### config.mk
export PLATFORM = sky130hd
export DESIGN_NAME = ccm_module
export DESIGN_NICKNAME = d
export VERILOG_FILES = /design/src/pkg/ccm_pkg.sv /design/src/pkg/ccm_cmp_if.sv /design/src/logic/ccm_compare.sv /design/src/logic/ccm_module.sv
export VERILOG_INCLUDE_DIRS = /design/src /design/src/pkg
export SDC_FILE = /design/constraint.sdc
export NUM_CORES = 1
export LEC_CHECK = 0
export ABC_AREA = 1
export BUFFER_PORTS_ARGS = -buffer_cell sky130_fd_sc_hd__clkbuf_2
export CAP_MARGIN = 15
export CELL_PAD_IN_SITES_DETAIL_PLACEMENT = 0
export CELL_PAD_IN_SITES_GLOBAL_PLACEMENT = 1
export CORE_UTILIZATION = 29
export CTS_CLUSTER_DIAMETER = 30
export DETAILED_ROUTE_END_ITERATION = 16
export PLACE_DENSITY_LB_ADDON = 0.25
export SKIP_CTS_REPAIR_TIMING = 1
export SLEW_MARGIN = 20
export SYNTH_ARGS = -nofsm -noshare
export SYNTH_HDL_FRONTEND = slang
export SYNTH_SLANG_ARGS = --single-unit
### constraint.sdc
create_clock -name core_clk_i -period 4.97 [get_ports core_clk_i]
set_input_delay 0.497 -clock core_clk_i [delete_from_list [all_inputs] [get_ports core_clk_i]]
set_output_delay 0.497 -clock core_clk_i [all_outputs]
set_load 0.01 [all_outputs]
### src/pkg/ccm_consts.svh
// How it works
// RL1 - PWM runs 16-bit when wide select is set, else 8 to 11-bit.
// RL2 - counter is compared against the compare register only while comparator enabled, except in PWM mode.
// RL3 - rising pin edges capture only while rising capture enable is set.
// RL4 - falling pin edges capture only while falling capture enable is set.
// RL5 - with match enabled, every counter equality sets the event flag.
// RL6 - with toggle enabled, every counter equality inverts the output pin.
// RL7 - with PWM enabled, a pulse-width-modulated waveform drives the output pin.
// RL8 - toggle and PWM enabled together select frequency output mode instead.
// RL9 - interrupt request follows the event flag only when flag interrupt enabled.
// RL10 - a selected capture edge copies the counter and sets the event flag.
// RL11 - all eight mode bits read and write, and reset to zero.
`ifndef CCM_CONSTS_SVH
`define CCM_CONSTS_SVH

// mode register and its bit positions
`define CCM_MODE_ADDR 8'hDB
`define CCM_MODE_RESET 8'h00
`define CCM_BIT_WIDE_PWM 7
`define CCM_BIT_COMP_EN 6
`define CCM_BIT_RISE_CAP 5
`define CCM_BIT_FALL_CAP 4
`define CCM_BIT_MATCH 3
`define CCM_BIT_TOGGLE 2
`define CCM_BIT_PWM 1
`define CCM_BIT_FLAG_IE 0

// compare register bytes
`define CCM_CCR_LO_ADDR 8'hE9
`define CCM_CCR_HI_ADDR 8'hEA
`define CCM_CCR_RESET 16'h0000
`define CCM_PWM_BASE_BITS 8

`endif

### src/pkg/ccm_pkg.sv
package ccm_pkg;

  typedef struct packed {
    logic wide_pwm_select;
    logic comparator_enable;
    logic rising_capture_enable;
    logic falling_capture_enable;
    logic match_flag_enable;
    logic toggle_enable;
    logic pwm_enable;
    logic flag_interrupt_enable;
  } mode_bits_t;

  typedef enum logic [1:0] {
    OUT_NONE,
    OUT_TOGGLE,
    OUT_PWM,
    OUT_FREQ
  } out_fn_t;

endpackage : ccm_pkg

### src/pkg/ccm_cmp_if.sv
`timescale 1ns/1ps
interface ccm_cmp_if;
  logic [15:0] cnt;
  logic [15:0] ccr;
  logic wide;
  logic freq;
  logic [1:0] pwm_extra_bits;
  logic match_eq;
  logic pwm_high;

  modport core (
    output cnt, ccr, wide, freq, pwm_extra_bits,
    input match_eq, pwm_high
  );
  modport unit (
    input cnt, ccr, wide, freq, pwm_extra_bits,
    output match_eq, pwm_high
  );
endinterface : ccm_cmp_if

### src/logic/ccm_compare.sv
`timescale 1ns/1ps
module ccm_compare (
  ccm_cmp_if.unit cmp
);

  logic [15:0] mask;
  logic [15:0] cnt_m;
  logic [15:0] ccr_m;

  // narrow PWM compares only the low 8 to 11 counter bits
  always_comb begin
    if (cmp.wide) begin
      mask = 16'hFFFF; // RL1
    end else if (cmp.freq) begin
      mask = 16'h00FF;
    end else begin
      mask = 16'h07FF >> (2'd3 - cmp.pwm_extra_bits); // RL1
    end
    cnt_m = cmp.cnt & mask;
    ccr_m = cmp.ccr & mask;
    cmp.match_eq = (cnt_m == ccr_m);
    cmp.pwm_high = (cnt_m >= ccr_m);
  end

endmodule : ccm_compare

### src/logic/ccm_module.sv
`timescale 1ns/1ps
`include "ccm_consts.svh"
module ccm_module (
  input wire logic core_clk_i,
  input wire logic srst_i,
  input wire logic [7:0] sfr_addr_i,
  input wire logic [7:0] sfr_wdata_i,
  input wire logic sfr_wr_i,
  input wire logic sfr_rd_i,
  input wire logic [15:0] counter_i,
  input wire logic [1:0] pwm_extra_bits_i,
  input wire logic flag_clear_i,
  input wire logic io_pin_i,
  output logic [7:0] sfr_rdata_o,
  output logic io_pin_o,
  output logic io_pin_oe_o,
  output logic event_flag_o,
  output logic irq_o
);

  ccm_pkg::mode_bits_t mode_q;
  logic [15:0] ccr_q;
  logic pin_prev_q;
  logic eq_prev_q;
  logic out_q;
  logic flag_q;
  logic irq_q;
  logic [7:0] rdata_q;
  logic oe_q;
  ccm_pkg::out_fn_t out_fn;
  logic rise_ev;
  logic fall_ev;
  logic capture_ev;
  logic match_ev;
  logic wr_mode;
  logic wr_lo;
  logic wr_hi;

  ccm_cmp_if cmp ();

  ccm_compare u_compare (
    .cmp(cmp)
  );

  //////////////////////////////////////////////////////////////////////////////
  // decode

  assign wr_mode = sfr_wr_i && (sfr_addr_i == `CCM_MODE_ADDR);
  assign wr_lo = sfr_wr_i && (sfr_addr_i == `CCM_CCR_LO_ADDR);
  assign wr_hi = sfr_wr_i && (sfr_addr_i == `CCM_CCR_HI_ADDR);

  always_comb begin
    unique case ({mode_q.toggle_enable, mode_q.pwm_enable})
      2'b11: out_fn = ccm_pkg::OUT_FREQ; // RL8
      2'b10: out_fn = ccm_pkg::OUT_TOGGLE;
      2'b01: out_fn = ccm_pkg::OUT_PWM;
      2'b00: out_fn = ccm_pkg::OUT_NONE;
    endcase
  end

  assign cmp.cnt = counter_i;
  assign cmp.ccr = ccr_q;
  assign cmp.wide = mode_q.wide_pwm_select;
  assign cmp.freq = (out_fn == ccm_pkg::OUT_FREQ);
  assign cmp.pwm_extra_bits = pwm_extra_bits_i;

  assign rise_ev = mode_q.rising_capture_enable && io_pin_i && !pin_prev_q; // RL3
  assign fall_ev = mode_q.falling_capture_enable && !io_pin_i && pin_prev_q; // RL4
  assign capture_ev = rise_ev || fall_ev;
  // one event per equality, not one per cycle while the counter rests on it
  assign match_ev = mode_q.comparator_enable && cmp.match_eq && !eq_prev_q; // RL2

  //////////////////////////////////////////////////////////////////////////////
  // registers

  always_ff @(posedge core_clk_i) begin
    if (srst_i) begin
      mode_q <= ccm_pkg::mode_bits_t'(`CCM_MODE_RESET); // RL11
    end else if (wr_mode) begin
      mode_q <= ccm_pkg::mode_bits_t'(sfr_wdata_i); // RL11
    end
  end

  // capture outranks a software write in the same cycle
  always_ff @(posedge core_clk_i) begin
    if (srst_i) begin
      ccr_q <= `CCM_CCR_RESET;
    end else if (capture_ev) begin
      ccr_q <= counter_i; // RL10
    end else if (match_ev && out_fn == ccm_pkg::OUT_FREQ) begin
      ccr_q[7:0] <= ccr_q[7:0] + ccr_q[15:8]; // RL8
    end else if (wr_lo) begin
      ccr_q[7:0] <= sfr_wdata_i;
    end else if (wr_hi) begin
      ccr_q[15:8] <= sfr_wdata_i;
    end
  end

  always_ff @(posedge core_clk_i) begin
    if (srst_i) begin
      rdata_q <= 8'h00;
    end else if (sfr_rd_i) begin
      unique case (sfr_addr_i)
        `CCM_MODE_ADDR: rdata_q <= mode_q; // RL11
        `CCM_CCR_LO_ADDR: rdata_q <= ccr_q[7:0];
        `CCM_CCR_HI_ADDR: rdata_q <= ccr_q[15:8];
        default: rdata_q <= 8'h00;
      endcase
    end
  end

  //////////////////////////////////////////////////////////////////////////////
  // edge history

  always_ff @(posedge core_clk_i) begin
    if (srst_i) begin
      pin_prev_q <= 1'b0;
      eq_prev_q <= 1'b0;
    end else begin
      pin_prev_q <= io_pin_i;
      eq_prev_q <= cmp.match_eq;
    end
  end

  //////////////////////////////////////////////////////////////////////////////
  // flag and request; set wins over clear

  always_ff @(posedge core_clk_i) begin
    if (srst_i) begin
      flag_q <= 1'b0;
    end else if (capture_ev || (match_ev && mode_q.match_flag_enable)) begin
      flag_q <= 1'b1; // RL5 RL10
    end else if (flag_clear_i) begin
      flag_q <= 1'b0;
    end
  end

  always_ff @(posedge core_clk_i) begin
    if (srst_i) begin
      irq_q <= 1'b0;
    end else begin
      irq_q <= flag_q && mode_q.flag_interrupt_enable; // RL9
    end
  end

  //////////////////////////////////////////////////////////////////////////////
  // output pin

  always_ff @(posedge core_clk_i) begin
    if (srst_i) begin
      out_q <= 1'b0;
      oe_q <= 1'b0;
    end else begin
      oe_q <= (out_fn != ccm_pkg::OUT_NONE);
      unique case (out_fn)
        ccm_pkg::OUT_TOGGLE, ccm_pkg::OUT_FREQ: begin
          if (match_ev) begin
            out_q <= !out_q; // RL6 RL8
          end
        end
        ccm_pkg::OUT_PWM: out_q <= cmp.pwm_high; // RL7 RL1
        ccm_pkg::OUT_NONE: out_q <= out_q;
      endcase
    end
  end

  assign sfr_rdata_o = rdata_q;
  assign io_pin_o = out_q;
  assign io_pin_oe_o = oe_q;
  assign event_flag_o = flag_q;
  assign irq_o = irq_q;
endmodule : ccm_module

# After elaboration in Yosys (flattened, before gate mapping)
# Cells that the tools add are included.
[word_totals]
reg_bits = 38
inputBits = 40
out_inout_bits = 12
wordCells = 78
[op_classes]
n_addsub = 2
n_lt_le_gt_ge = 1
eq_ne = 13
n_shift = 1
mux = 14
bitwise = 3
reduce_logical = 27
[ops]
columns = ["operator", "count"]
rows = [
  ["16-bit 2-to-1 mux", 3],
  ["8-bit 2-to-1 mux", 5],
  ["16-bit AND", 2],
  ["8-bit equality test, second input constant", 3],
  ["8-bit one-hot mux with 3 select lines", 1],
  ["16-bit equality test", 1],
  ["16-bit >= comparator", 1],
  ["11-bit by 2-bit >> shifter with 16-bit output, first input constant", 1],
  ["1-bit logical AND", 12],
  ["8-bit adder", 1],
  ["2-bit equality test, second input constant", 4],
  ["2-bit one-hot mux with 4 select lines", 1],
  ["2-bit != test, second input constant", 3],
  ["2-bit nonzero test", 3],
  ["2-bit by 1-bit equality test with 1-bit output, second input constant", 2],
  ["1-bit zero test", 4],
  ["2-bit zero test", 2],
  ["1-bit 2-to-1 mux", 3],
  ["3-bit AND reduction", 1],
  ["3-bit nonzero test", 1],
  ["1-bit logical OR", 2],
  ["1-bit one-hot mux with 2 select lines", 1],
  ["2-bit AND reduction", 1],
  ["2-bit OR reduction", 1],
  ["other kinds (2)", 2],
]

# Depth between registers and ports, before layout
# Gate-level depths: netlist (run 1).
[logic_depth]
depth_word = 12
depth_mapped = 16
ltp_nobuf = 16

# By module
# A second synthesis (run 1) with hierarchy kept.
[unflattened]
cells_unflattened = 450
area_unflattened_um2 = 2879.0
[by_module_without_submodules]
columns = ["mod", "n_inst", "cells_each", "area_per_inst_um2", "seq_area_each_um2"]
rows = [
  ["ccm_module", 1, 348, 2312.2, 760.7],
  ["ccm_compare", 1, 102, 566.8, 0.0],
]

# Worst setup path before layout (run 1)
# No wires, ideal clock.
[synth_path]
path_kind = "input-to-reg"
start = "input port pwm_extra_bits_i[1]"
end = "register ccr_q[10]"
arrival_time_ns = 2.170
slack_ns = 2.685
path_stages = 15
n_path_buf = 1
path_cell_list = "nand2_1 nand2_1 a21oi_1 or2_2 ha_1 nand2_1 nor2_1 nand2_2 nor2_8 nand3_4 nand3_4 buf_8 nand3_1 nand2_1 nor2_1"
[synth_via]
elab_chain_len = 11
word_cells_on_any_way = 12
cone_classes = "add/sub: 1; eq/ne: 2; shift: 1; mux: 2; bitwise: 2; reduce/logical: 4"
[synth_rtl]
columns = ["element", "line_no", "rtl"]
rows = [
  ["start, declared", "ccm_module.sv:11", "input wire logic [1:0] pwm_extra_bits_i,"],
  ["2-bit subtractor *", "ccm_compare.sv:17", "mask = 16'h07FF >> (2'd3 - cmp.pwm_extra_bits);"],
  ["11-bit by 2-bit >> shifter with 16-bit output *", "ccm_compare.sv:17", ""],
  ["16-bit 2-to-1 mux *", "ccm_compare.sv:14", "end else if (cmp.freq) begin"],
  ["16-bit 2-to-1 mux *", "ccm_compare.sv:12", "if (cmp.wide) begin"],
  ["16-bit AND (on tied branches)", "ccm_compare.sv:19, ccm_compare.sv:20", ""],
  ["16-bit equality test *", "ccm_compare.sv:21", "cmp.match_eq = (cnt_m == ccr_m);"],
  ["1-bit logical AND * (2 in a row)", "ccm_module.sv:71", "assign match_ev = mode_q.comparator_enable && cmp.match_eq && !eq_prev_q;"],
  ["1-bit logical AND *", "ccm_module.sv:90", "end else if (match_ev && out_fn == ccm_pkg::OUT_FREQ) begin"],
  ["2-bit != test (no line) *", "--", ""],
  ["3-bit AND reduction (no line) *", "--", ""],
  ["end signal, assigned", "ccm_module.sv:87", "ccr_q <= `CCM_CCR_RESET;"],
  ["end signal, assigned", "ccm_module.sv:89", "ccr_q <= counter_i;"],
  ["end signal, assigned", "ccm_module.sv:95", "ccr_q[15:8] <= sfr_wdata_i;"],
  ["end, declared", "ccm_module.sv:22", "logic [15:0] ccr_q;"],
]
# Every way passes the cells marked *; elsewhere a longest branch is shown, timed or not.
# A chain may end at the register's enable or synchronous reset.

# Worst setup path after layout (run 1)
[layout_path]
start = "register mode_q (netlist bit cmp.wide)"
end = "register ccr_q[9]"
[layout_via]
elab_chain_len = 8
word_cells_on_any_way = 9
cone_classes = "eq/ne: 2; mux: 1; bitwise: 2; reduce/logical: 4"
[layout_rtl]
columns = ["element", "line_no", "rtl"]
rows = [
  ["start, declared", "ccm_module.sv:21", "ccm_pkg::mode_bits_t mode_q;"],
  ["start signal, assigned", "ccm_module.sv:78", "mode_q <= ccm_pkg::mode_bits_t'(`CCM_MODE_RESET);"],
  ["start signal, assigned", "ccm_module.sv:80", "mode_q <= ccm_pkg::mode_bits_t'(sfr_wdata_i);"],
  ["16-bit 2-to-1 mux *", "ccm_compare.sv:12", ""],
  ["16-bit AND (on tied branches)", "ccm_compare.sv:19, ccm_compare.sv:20", ""],
  ["16-bit equality test *", "ccm_compare.sv:21", ""],
  ["1-bit logical AND * (2 in a row)", "ccm_module.sv:71", ""],
  ["1-bit logical AND *", "ccm_module.sv:90", ""],
  ["2-bit != test (no line) *", "--", ""],
  ["3-bit AND reduction (no line) *", "--", ""],
]
# Marked as above.

==> results.cfg, run 1 <==
[clocking]
ctsLongestPathBuffers = 2
numCtsBuffers = 5
clkTransAtPathRegs_ns = 0.08
cts_tree = built
clk_latency_ns = 0.29
root_buffer = clkbuf_8
cts_sinks = 38
h-tree-depth = 2

[logic_synthesis]
synth_top_cell_area_share_pct = 25.9
synth-edff-count = 0
synth.cell_area_um2 = 2930
ys.flop_type = dfxtp_1
yosysUniqueCellTypes = 34
post_synth.cell_area_avg_um2 = 6.28
yosys-top-cells-area = dfxtp_1, nand2_1, ha_1
syn_nets = 531
synth_seq_cells = 38
ys_seq_area_share_pct = 25.9
syn_inst = 467
synthArstFlopShare_pct = 0
ys_warn_count = 0
synth_area_leader_cell = dfxtp_1

[routing]
first_pass_iters = 4
viasPerCell = 4.57
drc = 0
drt_iter0_markers = 100
wl_um = 8870
antenna_left = 0
avgRoutedWirePerCell_um = 13.7
num_vias = 2952

[sta]
worst_pin_slew_ns = 0.775
min_period_over_period_pct = 56.0
slew_headroom_pct = 48.3
timing.final.max_slew_violations = 0
fin_worst_skew_ns = 0.00502
hold_viol_final = 0
rsz0062_at_grt = false
setup_slack_ns = 2.19
period_needed_ns = 2.78
setup_violations = 0
timing.fmax_ghz = 0.360
tns_ns = 0

[finish]
syn_to_final_growth_pct = 15.3
final_util_pct = 34.6
nets = 576
final_layout_size_suffix_gt1_share_pct = 15.4
diodes = 0

[floorplanning]
fp.coreArea_um2 = 9770
io_pins = 52
dieArea_um2 = 10500
die_x_um = 103
num_rows = 36
die_h_um = 103
start_util_pct = 30.0

[run_status]
status = finished, final reports clean

[setup_path]
critPathCaptureType = register
critPathArrivalTime_ns = 2.97
cp-start-kind = register
worst-setup-path-type = register to register
required_ns = 5.16
critPathMaxFanout = 16

[power_and_ir_drop]
peakVddDrop_v = 0.0000933
leakagePower_nw = 1.73
powerDensity_nw_per_um2 = 209

[global_route]
track_usage_pct = 18.1
grt_pass1_vias = 2839
grt-ovfl-total = 0
antenna_found_initial = 0
grt_util_met1_pct = 24.0
grt_start_max_net_pins = 36
top_usage_layer = met2
grt_first_pass_wirelength_um = 14300
grt.met3_usage_pct = 3.39
met2_usage_pct = 30.1

[placed_design]
place_congestion = 0.861
dpl.hpwl_um = 7100
io_buffers = 51
place_ws_ns = 2.20

[job]
max_cap_violations = 0

[worst_hold_path]
hold_path.class = primary input to register
synthesized netlist by cell type (2+ instances only):
cell type,instances
or2_2,4
o21ai_0,20
buf_1,2
nand2_1,148
xor2_1,2
ha_1,23
nand3b_1,3
a21oi_1,36
nand4_1,5
nor3_1,4
nand2_2,4
clkbuf_1,6
nor2_1,34
buf_2,4
nor2_2,3
xnor2_1,2
nand3_1,40
clkinv_1,2
dfxtp_1,38
inv_1,65
a21oi_2,4
nand3_4,2
a21boi_0,5
state kept, by name (all words and copies together) (netlist names):
signal / flops
mode_q: 7
irq_o: 1
sfr_rdata_o: 8
pin_prev_q: 1
cmp.wide: 1
eq_prev_q: 1
io_pin_oe_o: 1
event_flag_o: 1
ccr_q: 16
io_pin_o: 1
per-layer routing:
layer  wire length, µm  part of all wire [%]
met5                 0                     0
met2              4100                    46
met3               233                   2.6
met4                52                  0.59
met1              4490                    51
worst max-delay path, stage by stage (launching register included):
cell and delay, ns:
dfxtp_1 0.62, inv_1 0.14, nand2_1 0.12, a21oi_1 0.06, or2_2 0.28, ha_1 0.27, nand2_1 0.05, nor2_1 0.12
nand2_2 0.13, nor2_8 0.21, nand3_4 0.18, nand3_4 0.23, nand3_1 0.11, nand2_1 0.09, nor2_1 0.05
power by group:
group	total (W)	internal, W	switching, W
sequential	0.000330	0.000315	0.0000157
combinational	0.000149	0.0000575	0.0000917
clock	0.000228	0.000112	0.000116
total	0.000708	0.000484	0.000224
cells in the final DEF, fill, tap and decap left out, types with 2 or more instances in the layout:
cell and instances:
or2_2 4, nor2_2 3, nand2_2 4, nor3_1 4
a21oi_1 36, dfxtp_1 38, xor2_1 2, xnor2_1 2
a21boi_0 5, nand4_1 5, clkbuf_8 6, ha_1 23
a21oi_2 4, inv_1 65, clkinv_1 2, nand2_1 148
clkbuf_2 51, o21ai_0 20, nand3_1 40, nand3b_1 3
nor2_1 34, nand3_4 2
final timing paths:
path / from / endpoint / slack [ns] / depth (start not counted)
worst max-delay path: cmp.wide / ccr_q[9] / 2.19 / 14
worst min-delay path: io_pin_i / pin_prev_q / 0.43 / 3
worst max register to register: cmp.wide / ccr_q[9] / 2.19 / 14
worst min register to register: event_flag_o / irq_o / 0.46 / 2
stage by stage:
step	std cells	area (µm²)	hold slack, ns	power, W
6_report	646	3380	0.433	0.000708
5_1_grt	646	3380	0.430	0.000756
4_1_cts	646	3380	0.423	0.000717
3_5_place_dp	638	3290	0.455	0.000487
3_3_place_gp	638	3290	0.445	0.000486
2_1_floorplan	467	2930	0.429	0.000432
layout make-up:
| class | count | area [µm²] |
|---|---|---|
| Fill cell | 1110 | 6390 |
| Clock buffer | 7 | 86.3 |
| Timing Repair Buffer | 52 | 263 |
| Tap cell | 133 | 166 |
| Clock inverter | 1 | 5.00 |
| Multi-Input combinational cell | 348 | 1850 |
| Sequential cell | 38 | 761 |
| Inverter | 67 | 251 |
kinds of logic (layout without fill, tap and decap cells):
family | count (synthesis) | count (layout) | share of synthesized area [%]
and+or+nand+nor | 251 | 251 | 38.3
buffers and inverters | 81 | 127 | 11.0
AOI/OAI and AO/OA | 69 | 69 | 13.0
DFF | 38 | 38 | 25.9
adders and majority gates | 24 | 24 | 10.5
xor gates and xnor gates | 4 | 4 | 1.19
Power figures use the tool's default switching activity.
==> run 2: changes to the inputs <==
Settings changed: ABC_AREA 1 to 0.
Clock period 4.97 ns to 2.9 ns, I/O delays scaled along.
==> results.cfg, run 2 <==
[sta]
period_needed_ns = 2.73
timing.final.max_slew_violations = 0
setup_violations = 0
hold_viol_final = 0
tns_ns = 0
timing.fmax_ghz = 0.366
slew_headroom_pct = 46.2
setup_slack_ns = 0.168
fin_worst_skew_ns = 0.00261
worst_pin_slew_ns = 0.800
min_period_over_period_pct = 94.2

[global_route]
grt_pass1_vias = 2514
grt_start_max_net_pins = 26
grt_first_pass_wirelength_um = 13000
grt-ovfl-total = 0
track_usage_pct = 19.0
antenna_found_initial = 0

[logic_synthesis]
ys.flop_type = dfxtp_1
synth_common_cells = nor2_1, dfxtp_1, a21oi_1, nand2_1, ha_1
yosysUniqueCellTypes = 51
syn_nets = 390
yosysMostFrequentCell = nor2_1
synth-edff-count = 0
syn_inst = 326
post_synth.cell_area_avg_um2 = 7.93
ys_warn_count = 0
ys_seq_area_share_pct = 29.4
yosys-top-cells-area = dfxtp_1, ha_1, nor2_1
synth_top_cell_area_share_pct = 29.4
synth_seq_cells = 38
synthArstFlopShare_pct = 0
synth.cell_area_um2 = 2580
synth_area_leader_cell = dfxtp_1

[setup_path]
crit_chain = nand2_1 -> a21o_1 -> and2_1 -> ha_1 -> nand4_1 -> or4_1 -> nor2_4 -> a31oi_4 -> mux2i_1 -> a211oi_1
slowest_stage = or4_1
slowest_delay_ns = 0.58
cp-start-kind = register
required_ns = 3.10
critPathMaxFanout = 8
worst_path_dominant_cell_family = simple AND/OR/NAND/NOR gates
critPathArrivalTime_ns = 2.94
path_buf_inv = 0
worst-setup-path-type = register to register
critPathCaptureType = register

[finish]
syn_to_final_growth_pct = 23.9
num-fill-cells = 957
diodes = 0
nets = 451
regMostFlops = ccr_q
layout_commonest_cell = clkbuf_2
mostFrequentLayoutCells = clkbuf_2, nor2_1, dfxtp_1, nand2_1, a21oi_1
largest_reg_flops = 16
final_layout_size_suffix_gt1_share_pct = 22.7
fin_area_um2 = 3200
final_util_pct = 36.9
instances_no_fill = 496

[power_and_ir_drop]
peakVddDrop_v = 0.000174
powerDensity_nw_per_um2 = 373
leakagePower_nw = 1.29

[job]
max_cap_violations = 0

[floorplanning]
fp.coreArea_um2 = 8680
die_x_um = 96.4
io_pins = 52
start_util_pct = 29.8
dieArea_um2 = 9290
die_h_um = 96.4
num_rows = 34

[placed_design]
place_ws_ns = 0.146
placed_cell_area_um2 = 3050
io_buffers = 51
dp_cells = 488
place_congestion = 0.816
dpl.hpwl_um = 6540

[clocking]
cts_sinks = 38
clk_latency_ns = 0.30
numCtsBuffers = 5
h-tree-depth = 2
root_buffer = clkbuf_8
cts_tree = built
clkTransAtPathRegs_ns = 0.09
ctsLongestPathBuffers = 2

[routing]
drt_iter0_markers = 163
num_vias = 2645
avgRoutedWirePerCell_um = 17.2
first_pass_iters = 6
antenna_left = 0
viasPerCell = 5.33
wl_um = 8530
drc = 0

[run_status]
status = finished, final reports clean

[worst_hold_path]
hold_path.class = primary input to register
[run 2: path summary, 6_finish.rpt]
check,endpoint,slack [ns],depth (start not counted),from
hold reg to reg,irq_o,0.46,2,event_flag_o
setup / recovery,ccr_q[14],0.17,10,mode_q[2]
setup reg to reg,ccr_q[14],0.17,10,mode_q[2]
hold / removal,pin_prev_q,0.23,2,io_pin_i
[run 2: cells by family (layout without fill, tap and decap cells)]
| kind of cell | count (synthesis) | count (layout) | share of synthesized area, % |
|---|---|---|---|
| AO/OA/AOI/OAI | 87 | 87 | 22.7 |
| flip-flops | 38 | 38 | 29.4 |
| AND/OR/NAND/NOR | 136 | 136 | 26.7 |
| buffers and inverters | 27 | 89 | 3.92 |
| adder cells (fa/ha/maj) | 24 | 24 | 11.9 |
| XOR/XNOR | 3 | 3 | 1.02 |
| multiplexers | 11 | 11 | 4.36 |
[run 2: cell type report]
cell class | instances | area (µm²) | share of cell area, %
inverters | 13 | 48.8 | 1.52
clock buffers | 5 | 68.8 | 2.15
multi-input cells | 261 | 1740 | 54.2
repair buffers | 68 | 383 | 12.0
flip-flops and latches | 38 | 762 | 23.8
clock inverters | 3 | 68.8 | 2.15
well taps | 108 | 135 | 4.22
[run 2: per-layer routing]
layer	global-route usage (%)	share of wire (%)	wire (µm)	up-vias
li1	-	-	-	1314
met3	2.19	6.0	514	8
met1	26.1	46	3930	1248
met4	5.39	1.2	103	0
met2	31.3	47	3990	75
met5	0	0	0	-
[run 2: report_power, final]
part / switching (W) / total, W / internal [W]
clock: 0.000222 / 0.000567 / 0.000345
sequential: 0.00000120 / 0.000524 / 0.000523
combinational: 0.0000613 / 0.000104 / 0.0000429
total: 0.000285 / 0.00120 / 0.000911
[run 2: per-stage QoR]
stage                     hold WS, ns  power [W]
after global placement          0.456   0.000638
after floorplan                 0.418   0.000580
after CTS                       0.224    0.00121
after global routing            0.240    0.00123
final                           0.231    0.00120
after detailed placement        0.454   0.000639
